===== src/tap_defs.svh =====
// Constants of the boundary-scan test access port.
// Assumes inclusion by the package and the design modules only.
`ifndef TAP_DEFS_SVH
`define TAP_DEFS_SVH

// ----------------------------------------
// Instruction codes
// ----------------------------------------
`define IR_WIDTH 3
`define IR_EXTEST 3'h0
`define IR_IDCODE 3'h1
`define IR_HIZ_SAMPLE 3'h2
`define IR_SAMPLE 3'h4
`define IR_BYPASS 3'h7
`define IR_CAPTURE_LOW 2'h1

// ----------------------------------------
// Register widths and defaults
// ----------------------------------------
`define ID_WIDTH 32
`define RESET_TMS_ONES 5
`define SYNC_STAGES 2

`endif


===== src/tap_pkg.sv =====
// Types of the boundary-scan test access port.
// Assumes tap_defs.svh is reachable by bare name.
`include "tap_defs.svh"

package tap_pkg;

   // ----------------------------------------
   // Controller states and pin groups
   // ----------------------------------------
   typedef enum logic [3:0] {
      ST_RESET, ST_IDLE, ST_SEL_DR, ST_CAP_DR, ST_SH_DR, ST_EX1_DR, ST_PAU_DR,
      ST_EX2_DR, ST_UPD_DR, ST_SEL_IR, ST_CAP_IR, ST_SH_IR, ST_EX1_IR, ST_PAU_IR,
      ST_EX2_IR, ST_UPD_IR
   } tap_state_t;

   typedef struct packed {
      logic tck;
      logic tms;
      logic tdi;
   } jtag_in_t;

   typedef struct packed {
      logic tdo;
      logic tdo_oe_n;
   } jtag_out_t;

endpackage


===== src/sram_boundary_scan_tap.sv =====
// Boundary-scan test access port of a burst SRAM.
// Assumes the pins arrive asynchronously and are sampled by clk, which
// runs much faster than the test clock; pin pull-ups are modelled here from the drive flags.
//
// How it works
// Sample mode and data on test-clock rise
// Data out changes on fall, driven only while shifting
// Floating mode-select reads as one
// Floating data input reads as one
// Five high mode-select rises force reset
// Controller resets itself at power-up
// Idle and harmless unless clock toggles
// Three-bit instruction, loaded only when selected
// Reset presets the identification instruction
// Instruction acts in idle and data states
// Shift in on rise, out after fall
// Exactly one register in the path
// Bypass is a single one-bit delay
// Unbonded scan cells always capture one
// Boundary register captures pins, then shifts
// Boundary path only for three instructions
// Decode extest, ident, hiz, sample, bypass
// Instruction capture loads 01 low bits
// Ident is 32 bits, LSB first
// High-impedance sample floats memory outputs
// Private codes act as plain bypass
`timescale 1ns/1ps
`include "tap_defs.svh"

module sram_boundary_scan_tap
   import tap_pkg::*;
#(
   parameter int BSR_WIDTH = 8,
   parameter int PIN_COUNT = 6,
   parameter logic [`ID_WIDTH-1:0] ID_CODE = 32'h0000_0A5B // Arbitrary value
) (
   // Clock and reset
   input wire logic clk,
   input wire logic nrst,
   // Test pins, with pull-up enables
   input tap_pkg::jtag_in_t jtag_in,
   input wire logic tms_driven,
   input wire logic tdi_driven,
   output tap_pkg::jtag_out_t jtag_out,
   // Memory pin ring
   input wire logic [PIN_COUNT-1:0] ring_pins,
   output logic mem_out_hiz,
   output logic extest_on,
   output logic [BSR_WIDTH-1:0] bsr_update
);
   import tap_pkg::*;

   // Refused at elaboration: the ring must fit inside the scan chain
   if (PIN_COUNT < 1 || PIN_COUNT > BSR_WIDTH || BSR_WIDTH < 2) begin : g_bad_size
      $error("PIN_COUNT must lie in 1 to BSR_WIDTH, BSR_WIDTH at least 2");
   end

   // ----------------------------------------
   // Pin sampling
   // ----------------------------------------
   logic [2:0] pin_raw;
   logic [2:0] pin_s;
   logic tck_s;
   logic tms_s;
   logic tdi_s;
   logic tck_prev_q;
   logic tck_rise;
   logic tck_fall;
   logic [1:0] settle_q;

   // floating mode-select is one
   // floating data input is one
   assign pin_raw = {jtag_in.tck, jtag_in.tms | ~tms_driven, jtag_in.tdi | ~tdi_driven};

   tap_sync #(.WIDTH(3), .RESET_VAL(3'h7)) u_sync (
      .clk(clk),
      .nrst(nrst),
      .async_in(pin_raw),
      .sync_out(pin_s)
   );

   assign tck_s = pin_s[2];
   assign tms_s = pin_s[1];
   assign tdi_s = pin_s[0];

   // Edge detector on the synchronised test clock
   always_ff @(posedge clk) begin
      if (!nrst) begin
         tck_prev_q <= 1'b1;
      end else begin
         tck_prev_q <= tck_s;
      end
   end

   // Edges count only once the chain holds real pin levels; its reset
   // value would otherwise fake an edge right after reset
   always_ff @(posedge clk) begin
      if (!nrst) begin
         settle_q <= '0;
      end else if (settle_q != 2'h3) begin
         settle_q <= settle_q + 2'h1;
      end
   end

   // sample mode and data only on test-clock rises
   // no test-clock edge, no activity
   assign tck_rise = tck_s & ~tck_prev_q & (settle_q == 2'h3);
   assign tck_fall = ~tck_s & tck_prev_q & (settle_q == 2'h3);

   // ----------------------------------------
   // Controller state machine
   // ----------------------------------------
   tap_state_t state_q;
   tap_state_t state_d;

   // mode-select sequence picks the path
   always_comb begin
      state_d = state_q;
      case (state_q)
         ST_RESET: state_d = tms_s ? ST_RESET : ST_IDLE;
         ST_IDLE: state_d = tms_s ? ST_SEL_DR : ST_IDLE;
         ST_SEL_DR: state_d = tms_s ? ST_SEL_IR : ST_CAP_DR;
         ST_CAP_DR: state_d = tms_s ? ST_EX1_DR : ST_SH_DR;
         ST_SH_DR: state_d = tms_s ? ST_EX1_DR : ST_SH_DR;
         ST_EX1_DR: state_d = tms_s ? ST_UPD_DR : ST_PAU_DR;
         ST_PAU_DR: state_d = tms_s ? ST_EX2_DR : ST_PAU_DR;
         ST_EX2_DR: state_d = tms_s ? ST_UPD_DR : ST_SH_DR;
         ST_UPD_DR: state_d = tms_s ? ST_SEL_DR : ST_IDLE;
         ST_SEL_IR: state_d = tms_s ? ST_RESET : ST_CAP_IR;
         ST_CAP_IR: state_d = tms_s ? ST_EX1_IR : ST_SH_IR;
         ST_SH_IR: state_d = tms_s ? ST_EX1_IR : ST_SH_IR;
         ST_EX1_IR: state_d = tms_s ? ST_UPD_IR : ST_PAU_IR;
         ST_PAU_IR: state_d = tms_s ? ST_EX2_IR : ST_PAU_IR;
         ST_EX2_IR: state_d = tms_s ? ST_UPD_IR : ST_SH_IR;
         ST_UPD_IR: state_d = tms_s ? ST_SEL_DR : ST_IDLE;
         default: state_d = ST_RESET;
      endcase
   end

   // power-up reset lands in reset state
   // five high rises reach reset from anywhere
   always_ff @(posedge clk) begin
      if (!nrst) begin
         state_q <= ST_RESET;
      end else if (tck_rise) begin
         state_q <= state_d;
      end
   end

   // ----------------------------------------
   // Instruction register
   // ----------------------------------------
   logic [`IR_WIDTH-1:0] ir_shift_q;
   logic [`IR_WIDTH-1:0] ir_q;

   // loads only while in the path
   // capture puts 01 in the low bits
   always_ff @(posedge clk) begin
      if (!nrst) begin
         ir_shift_q <= `IR_IDCODE;
      end else if (tck_rise) begin
         if (state_q == ST_CAP_IR) begin
            ir_shift_q <= {ir_shift_q[`IR_WIDTH-1], `IR_CAPTURE_LOW};
         end else if (state_q == ST_SH_IR) begin
            ir_shift_q <= {tdi_s, ir_shift_q[`IR_WIDTH-1:1]};
         end
      end
   end

   // reset presets ident instruction
   // new instruction held from update on
   always_ff @(posedge clk) begin
      if (!nrst) begin
         ir_q <= `IR_IDCODE;
      end else if (tck_rise && state_q == ST_RESET) begin
         ir_q <= `IR_IDCODE;
      end else if (tck_fall && state_q == ST_UPD_IR) begin
         ir_q <= ir_shift_q;
      end
   end

   // ----------------------------------------
   // Instruction decode
   // ----------------------------------------
   logic sel_bsr;
   logic sel_id;

   // code map
   // boundary path for three codes only
   // every other code falls to bypass
   assign sel_bsr = (ir_q == `IR_EXTEST) || (ir_q == `IR_HIZ_SAMPLE) || (ir_q == `IR_SAMPLE);
   assign sel_id = (ir_q == `IR_IDCODE);

   // outputs float under hiz sample
   always_ff @(posedge clk) begin
      if (!nrst) begin
         mem_out_hiz <= 1'b0;
         extest_on <= 1'b0;
      end else begin
         mem_out_hiz <= (ir_q == `IR_HIZ_SAMPLE);
         extest_on <= (ir_q == `IR_EXTEST);
      end
   end

   // ----------------------------------------
   // Data registers
   // ----------------------------------------
   logic cap_dr;
   logic sh_dr;
   logic bypass_q;
   logic [`ID_WIDTH-1:0] id_val;
   logic [BSR_WIDTH-1:0] bsr_val;
   logic [BSR_WIDTH-1:0] bsr_cap;
   logic [PIN_COUNT-1:0] ring_s;

   assign cap_dr = tck_rise && state_q == ST_CAP_DR;
   assign sh_dr = tck_rise && state_q == ST_SH_DR;

   // Memory pins live on their own clock; lanes settle independently, so pins must be still
   tap_sync #(.WIDTH(PIN_COUNT), .RESET_VAL('0)) u_ring_sync (
      .clk(clk),
      .nrst(nrst),
      .async_in(ring_pins),
      .sync_out(ring_s)
   );

   // unbonded cells capture one
   // pins loaded in capture
   genvar gi;
   generate
      for (gi = 0; gi < BSR_WIDTH; gi++) begin : g_cell
         if (gi < PIN_COUNT) begin : g_pin
            assign bsr_cap[gi] = ring_s[gi];
         end else begin : g_fill
            assign bsr_cap[gi] = 1'b1;
         end
      end
   endgenerate

   // 32-bit ident, LSB first
   tap_shift #(.WIDTH(`ID_WIDTH)) u_id (
      .clk(clk),
      .nrst(nrst),
      .capture(cap_dr && sel_id),
      .shift(sh_dr && sel_id),
      .capture_val(ID_CODE),
      .shift_in(tdi_s),
      .value(id_val)
   );

   // boundary register in the path
   tap_shift #(.WIDTH(BSR_WIDTH)) u_bsr (
      .clk(clk),
      .nrst(nrst),
      .capture(cap_dr && sel_bsr),
      .shift(sh_dr && sel_bsr),
      .capture_val(bsr_cap),
      .shift_in(tdi_s),
      .value(bsr_val)
   );

   // single-bit bypass stage
   always_ff @(posedge clk) begin
      if (!nrst) begin
         bypass_q <= 1'b0;
      end else if (cap_dr && !sel_bsr && !sel_id) begin
         bypass_q <= 1'b0;
      end else if (sh_dr && !sel_bsr && !sel_id) begin
         bypass_q <= tdi_s;
      end
   end

   // Update stage loads under any boundary instruction: extest, hiz sample or sample
   always_ff @(posedge clk) begin
      if (!nrst) begin
         bsr_update <= '0;
      end else if (tck_fall && state_q == ST_UPD_DR && sel_bsr) begin
         bsr_update <= bsr_val;
      end
   end

   // ----------------------------------------
   // Serial output
   // ----------------------------------------
   logic tdo_bit;
   logic shifting;

   // one register chosen for the output
   always_comb begin
      if (state_q == ST_SH_IR) begin
         tdo_bit = ir_shift_q[0];
      end else if (sel_bsr) begin
         tdo_bit = bsr_val[0];
      end else if (sel_id) begin
         tdo_bit = id_val[0];
      end else begin
         tdo_bit = bypass_q;
      end
   end

   assign shifting = (state_q == ST_SH_IR) || (state_q == ST_SH_DR);

   // output updates on falls only
   // outgoing bit shown after the fall
   always_ff @(posedge clk) begin
      if (!nrst) begin
         jtag_out.tdo <= 1'b1;
         jtag_out.tdo_oe_n <= 1'b1;
      end else if (tck_fall) begin
         jtag_out.tdo <= tdo_bit;
         jtag_out.tdo_oe_n <= ~shifting;
      end
   end

   // ----------------------------------------
   // Checks
   // ----------------------------------------
   logic [2:0] ones_cnt_q;

   // Counts test-clock rises with mode-select high
   always_ff @(posedge clk) begin
      if (!nrst) begin
         ones_cnt_q <= '0;
      end else if (tck_rise) begin
         ones_cnt_q <= tms_s ? ((ones_cnt_q == 3'h7) ? 3'h7 : ones_cnt_q + 3'h1) : 3'h0;
      end
   end

   chk_five_ones_reset: assert property (@(posedge clk) disable iff (!nrst)
      ones_cnt_q >= 3'(`RESET_TMS_ONES) |-> state_q == ST_RESET)
      else $error("five high rises did not reach reset");

   chk_state_on_rise: assert property (@(posedge clk) disable iff (!nrst)
      !tck_rise |=> $stable(state_q))
      else $error("state moved without a test-clock rise");

   chk_tdo_on_fall: assert property (@(posedge clk) disable iff (!nrst)
      !$past(tck_fall) |-> $stable(jtag_out.tdo))
      else $error("serial output moved without a fall");

   chk_tdo_idle_off: assert property (@(posedge clk) disable iff (!nrst)
      $past(tck_fall) && !$past(shifting) |-> jtag_out.tdo_oe_n)
      else $error("serial output driven outside shifting");

   chk_ir_reset_id: assert property (@(posedge clk) disable iff (!nrst)
      tck_rise && state_q == ST_RESET |=> ir_q == `IR_IDCODE)
      else $error("reset did not preset ident instruction");

   chk_ir_capture: assert property (@(posedge clk) disable iff (!nrst)
      tck_rise && state_q == ST_CAP_IR |=> ir_shift_q[1:0] == `IR_CAPTURE_LOW)
      else $error("instruction capture pattern wrong");

   chk_hiz_follows: assert property (@(posedge clk) disable iff (!nrst)
      ir_q == `IR_HIZ_SAMPLE ##1 ir_q == `IR_HIZ_SAMPLE |-> mem_out_hiz)
      else $error("hiz sample did not float outputs");

   chk_bypass_delay: assert property (@(posedge clk) disable iff (!nrst)
      sh_dr && !sel_bsr && !sel_id |=> bypass_q == $past(tdi_s))
      else $error("bypass did not take the input bit");

   chk_bsr_fill_one: assert property (@(posedge clk) disable iff (!nrst)
      (PIN_COUNT < BSR_WIDTH) && cap_dr && sel_bsr |=> bsr_val[BSR_WIDTH-1])
      else $error("unbonded cell did not capture one");
endmodule


===== src/tap_shift.sv =====
// Capture/shift register of parameter width, LSB toward the output.
// Assumes the caller gives one-cycle capture and shift enables.
`timescale 1ns/1ps

module tap_shift #(
   parameter int WIDTH = 32
) (
   // Clock and reset
   input wire logic clk,
   input wire logic nrst,
   // Control
   input wire logic capture,
   input wire logic shift,
   input wire logic [WIDTH-1:0] capture_val,
   input wire logic shift_in,
   // Contents
   output logic [WIDTH-1:0] value
);
   if (WIDTH < 2) begin : g_bad_width
      $error("tap_shift: WIDTH must be at least 2");
   end

   // ----------------------------------------
   // Parallel capture, serial shift right
   // ----------------------------------------
   always_ff @(posedge clk) begin
      if (!nrst) begin
         value <= '0;
      end else if (capture) begin
         value <= capture_val;
      end else if (shift) begin
         value <= {shift_in, value[WIDTH-1:1]};
      end
   end
endmodule


===== src/tap_sync.sv =====
// Two-flop synchroniser for one bit per lane.
// Assumes inputs come from outside the clk domain.
`timescale 1ns/1ps

module tap_sync #(
   parameter int WIDTH = 3,
   parameter logic [WIDTH-1:0] RESET_VAL = '1
) (
   // Clock and reset
   input wire logic clk,
   input wire logic nrst,
   // Lanes
   input wire logic [WIDTH-1:0] async_in,
   output logic [WIDTH-1:0] sync_out
);
   logic [WIDTH-1:0] meta_q;

   if (WIDTH < 1) begin : g_bad_width
      $error("tap_sync: WIDTH must be positive");
   end

   // ----------------------------------------
   // Synchroniser chain
   // ----------------------------------------
   // First stage feeds only the second stage
   always_ff @(posedge clk) begin
      if (!nrst) begin
         meta_q <= RESET_VAL;
         sync_out <= RESET_VAL;
      end else begin
         meta_q <= async_in;
         sync_out <= meta_q;
      end
   end
endmodule


===== config.mk =====
export PLATFORM = sky130hd
export DESIGN_NAME = sram_boundary_scan_tap
export DESIGN_NICKNAME = d
export VERILOG_FILES = /design/src/tap_pkg.sv /design/src/sram_boundary_scan_tap.sv /design/src/tap_shift.sv /design/src/tap_sync.sv
export VERILOG_INCLUDE_DIRS = /design/src
export SDC_FILE = /design/constraint.sdc
export NUM_CORES = 1
export LEC_CHECK = 0
export ABC_AREA = 1
export BUFFER_PORTS_ARGS = -buffer_cell sky130_fd_sc_hd__buf_2
export CAP_MARGIN = 20
export CORE_ASPECT_RATIO = 1.75
export CORE_MARGIN = 3
export CORE_UTILIZATION = 49
export CTS_CLUSTER_DIAMETER = 200
export DETAILED_ROUTE_END_ITERATION = 12
export PLACE_DENSITY = 0.65
export SKIP_LAST_GASP = 1
export SYNTH_ARGS = -nofsm -noshare
export SYNTH_HDL_FRONTEND = slang
export SYNTH_SLANG_ARGS = --single-unit

===== constraint.sdc =====
create_clock -name clk -period 1.8 [get_ports clk]
set_input_delay 0.36 -clock clk [delete_from_list [all_inputs] [get_ports clk]]
set_output_delay 0.36 -clock clk [all_outputs]
set_load 0.02 [all_outputs]

==> metrics.txt <==
outcome finished, final reports clean; Antenna Cells 0; share of layout cells above drive strength 1 0.154; FP Rows 39; gpl congestion 0.894; wire per inst 11.8 um; Fmax just over 0.6 GHz; Combinational Power Share 0.027; CP max FO 12; Worst setup EP type flip-flop; number of max-cap violations 0; final WL ~6700 um; Synth Warn # 0; cell count of the worst reg-to-reg path 8; sw frac 0.196; drt via density 5.01; hold_buf cts 0; Synth area leaders dfxtp_1 (49%), nand2_1 (13%), a21oi_1 (7.4%); largest net degree at the start of global routing 26; crit path DAT ~1.9 ns; DIE HEIGHT about 120 um; final core utilization 0.590; PD cells 956 nW/um2; Slew Limit Headroom 0.722; overall die area roughly 8000 um2; cell taking the most area after synthesis dfxtp_1; drt drc 0; vias in the first global route 2620; most common cell in the synthesized netlist nand2_1; CTS max path bufs 2; r2r setup slk between 0.15 and 0.2 ns; reg2reg start settle_q[0]; Flop pwr share 0.504; layout filler cell count 636; clock sink count 84; clock power share 0.469; skew final 0.00482 ns; Reg clk slew, reported paths around 0.060 ns; first-pass GRT wire length ~11000 um; Post-synth EDFFs 0; syn_nets between 400 and 500; Mapped Cells about 460; drt first-iter violations 96; RSZ-0062 raised after global routing no; Worst R2R End u_bsr.value[0]; core box area ~6700 um2; internal power approximately 3.0 mW; gr ovfl total 0; chip width approximately 70 um; 1st-pass router iterations 6; fin crit period roughly 1.6 ns; synthesized area per cell 7.58 um2; dpl ws approximately 0.13 ns; via count between 2000 and 3000; crit path launch type flip-flop; CTS Root Buffer Type clkbuf_16; worst endpoint required time 2.07 ns; GRT Util Overall 0.177; NetSw about 740 uW; top cells by count, synth nand2_1 (117), dfxtp_1 (84), inv_1 (60); CTS buffer count 9; Async S/R FF share, synth 0; CTS tree yes; Initial Utilization 0.518; area grow syn2layout 13.9%; worst setup path startpoint settle_q[0]; WS Path Type reg -> reg; final setup fails 0; sequential fraction of the synthesis area 0.485; Worst Tran Pin Value 0.416 ns; Yosys reg bits 84; final worst slack roughly 0.18 ns; VDD IR-drop max around 0.00090 V; htree depth 3; Hold WC Path Type in -> reg; Fin Setup TNS 0 ns; # port buffers 24; Hold Crit Start tms_driven; Routed Antenna Nets 0; final slew viol count 0; final hold violation count 0; post-synth top area share 0.485; Final period util 0.902; Lkg Pwr approximately 1.8 nW; initial antenna violation count 0; Mapped Area 3460 um2; hold endpoint u_sync.meta_q[1]; Hold Path Depth 2; Tot Pwr 3.77 mW; # IOs 25; DP Wirelength slightly below 5000 um; clock latency on the worst-skew pair 0.33 ns; Layout Nets just under 500; Top FF cell, synth dfxtp_1; Yosys cell types 30; hold_ws around 0.19 ns
## flip-flops by register name, summed over array words and instances (netlist names), 2 cells and up
register,count
u_id.value,32
bsr_update,8
u_bsr.value,8
u_ring_sync.meta_q,6
u_ring_sync.sync_out,6
state_q,4
ir_q,3
ir_shift_q,3
u_sync.meta_q,3
u_sync.sync_out,3
jtag_out,2
settle_q,2
## power by group through the flow
stage	Clock, mW	Sequential [mW]	Combinational (mW)
3_5_place_dp	0	1.94	0.102
6_report	1.77	1.90	0.101
4_1_cts	1.81	1.90	0.102
5_1_grt	1.87	1.90	0.119
2_1_floorplan	0	1.94	0.0620
3_3_place_gp	0	1.94	0.0985
## through the flow
step                      instances  area, um2
after global routing            569       3950
after detailed placement        554       3660
after global placement          554       3660
after floorplan                 457       3460
after CTS                       569       3940
final                           569       3950
## routing by layer
layer,GRT usage,vias to the layer above,part of all wire
met4,0.110,0,0.031
met2,0.316,55,0.52
met3,0.0368,19,0.029
met5,0,-,0
li1,-,1493,-
met1,0.190,1283,0.42
## worst max-delay path, stage by stage, from the launching register on
cell	delay, ns
dfxtp_1	0.36
ha_2	0.24
nand3_4	0.12
buf_4	0.18
nor2_8	0.17
nand2_4	0.11
nand2_4	0.15
o21ai_0	0.09
a21oi_1	0.11
## layout by cell type, fill, tap and decap left out, types with 2 or more instances in the layout
cell type,Yosys,layout
a211oi_2,2,2
nor2_4,4,4
nand2_2,3,3
nand3_1,20,20
clkbuf_1,5,3
inv_1,60,60
inv_2,4,4
a21oi_1,51,51
o21ai_0,35,35
nand3_2,2,2
nor2_1,25,25
nand3b_1,2,2
o21ai_1,4,4
buf_4,6,7
nand2_4,5,5
or2_2,4,4
buf_12,0,2
nor3_1,8,8
clkbuf_16,0,9
nor2_2,2,2
dfxtp_1,84,84
buf_2,2,24
nand2_1,117,117
## how the worst max path moves through the flow
stage / depth (start not counted) / to
final: 8 / u_bsr.value[0]
after CTS: 8 / u_bsr.value[0]
after global routing: 8 / u_bsr.value[0]
after global placement: 8 / u_id.value[10]
after detailed placement: 8 / u_bsr.value[0]
after floorplan: 8 / u_id.value[3]
## cell type report
| class | instances | area (um2) | area share |
|---|---|---|---|
| flip-flops and latches | 84 | 1680 | 0.426 |
| multi-input cells | 290 | 1420 | 0.360 |
| clock buffers | 13 | 250 | 0.0634 |
| inverters | 65 | 244 | 0.0618 |
| repair buffers | 33 | 213 | 0.0539 |
| well taps | 82 | 103 | 0.0260 |
| clock inverters | 2 | 35.0 | 0.00888 |
## cell families after synthesis
kind of cell / count (synthesis) / synth area share
compound gates: 93 / 0.140
buf+inv: 83 / 0.106
fa+ha+maj: 1 / 0.00361
simple gates: 196 / 0.265
flops: 84 / 0.485
## timing repair
item | CTS | global route
gates resized for setup | 0 | 1
buffers inserted | 0 | 0
setup endpoints to repair | 0 | 2
endpoints found under the hold margin | 0 | 0
Power figures use the tool's default switching activity.
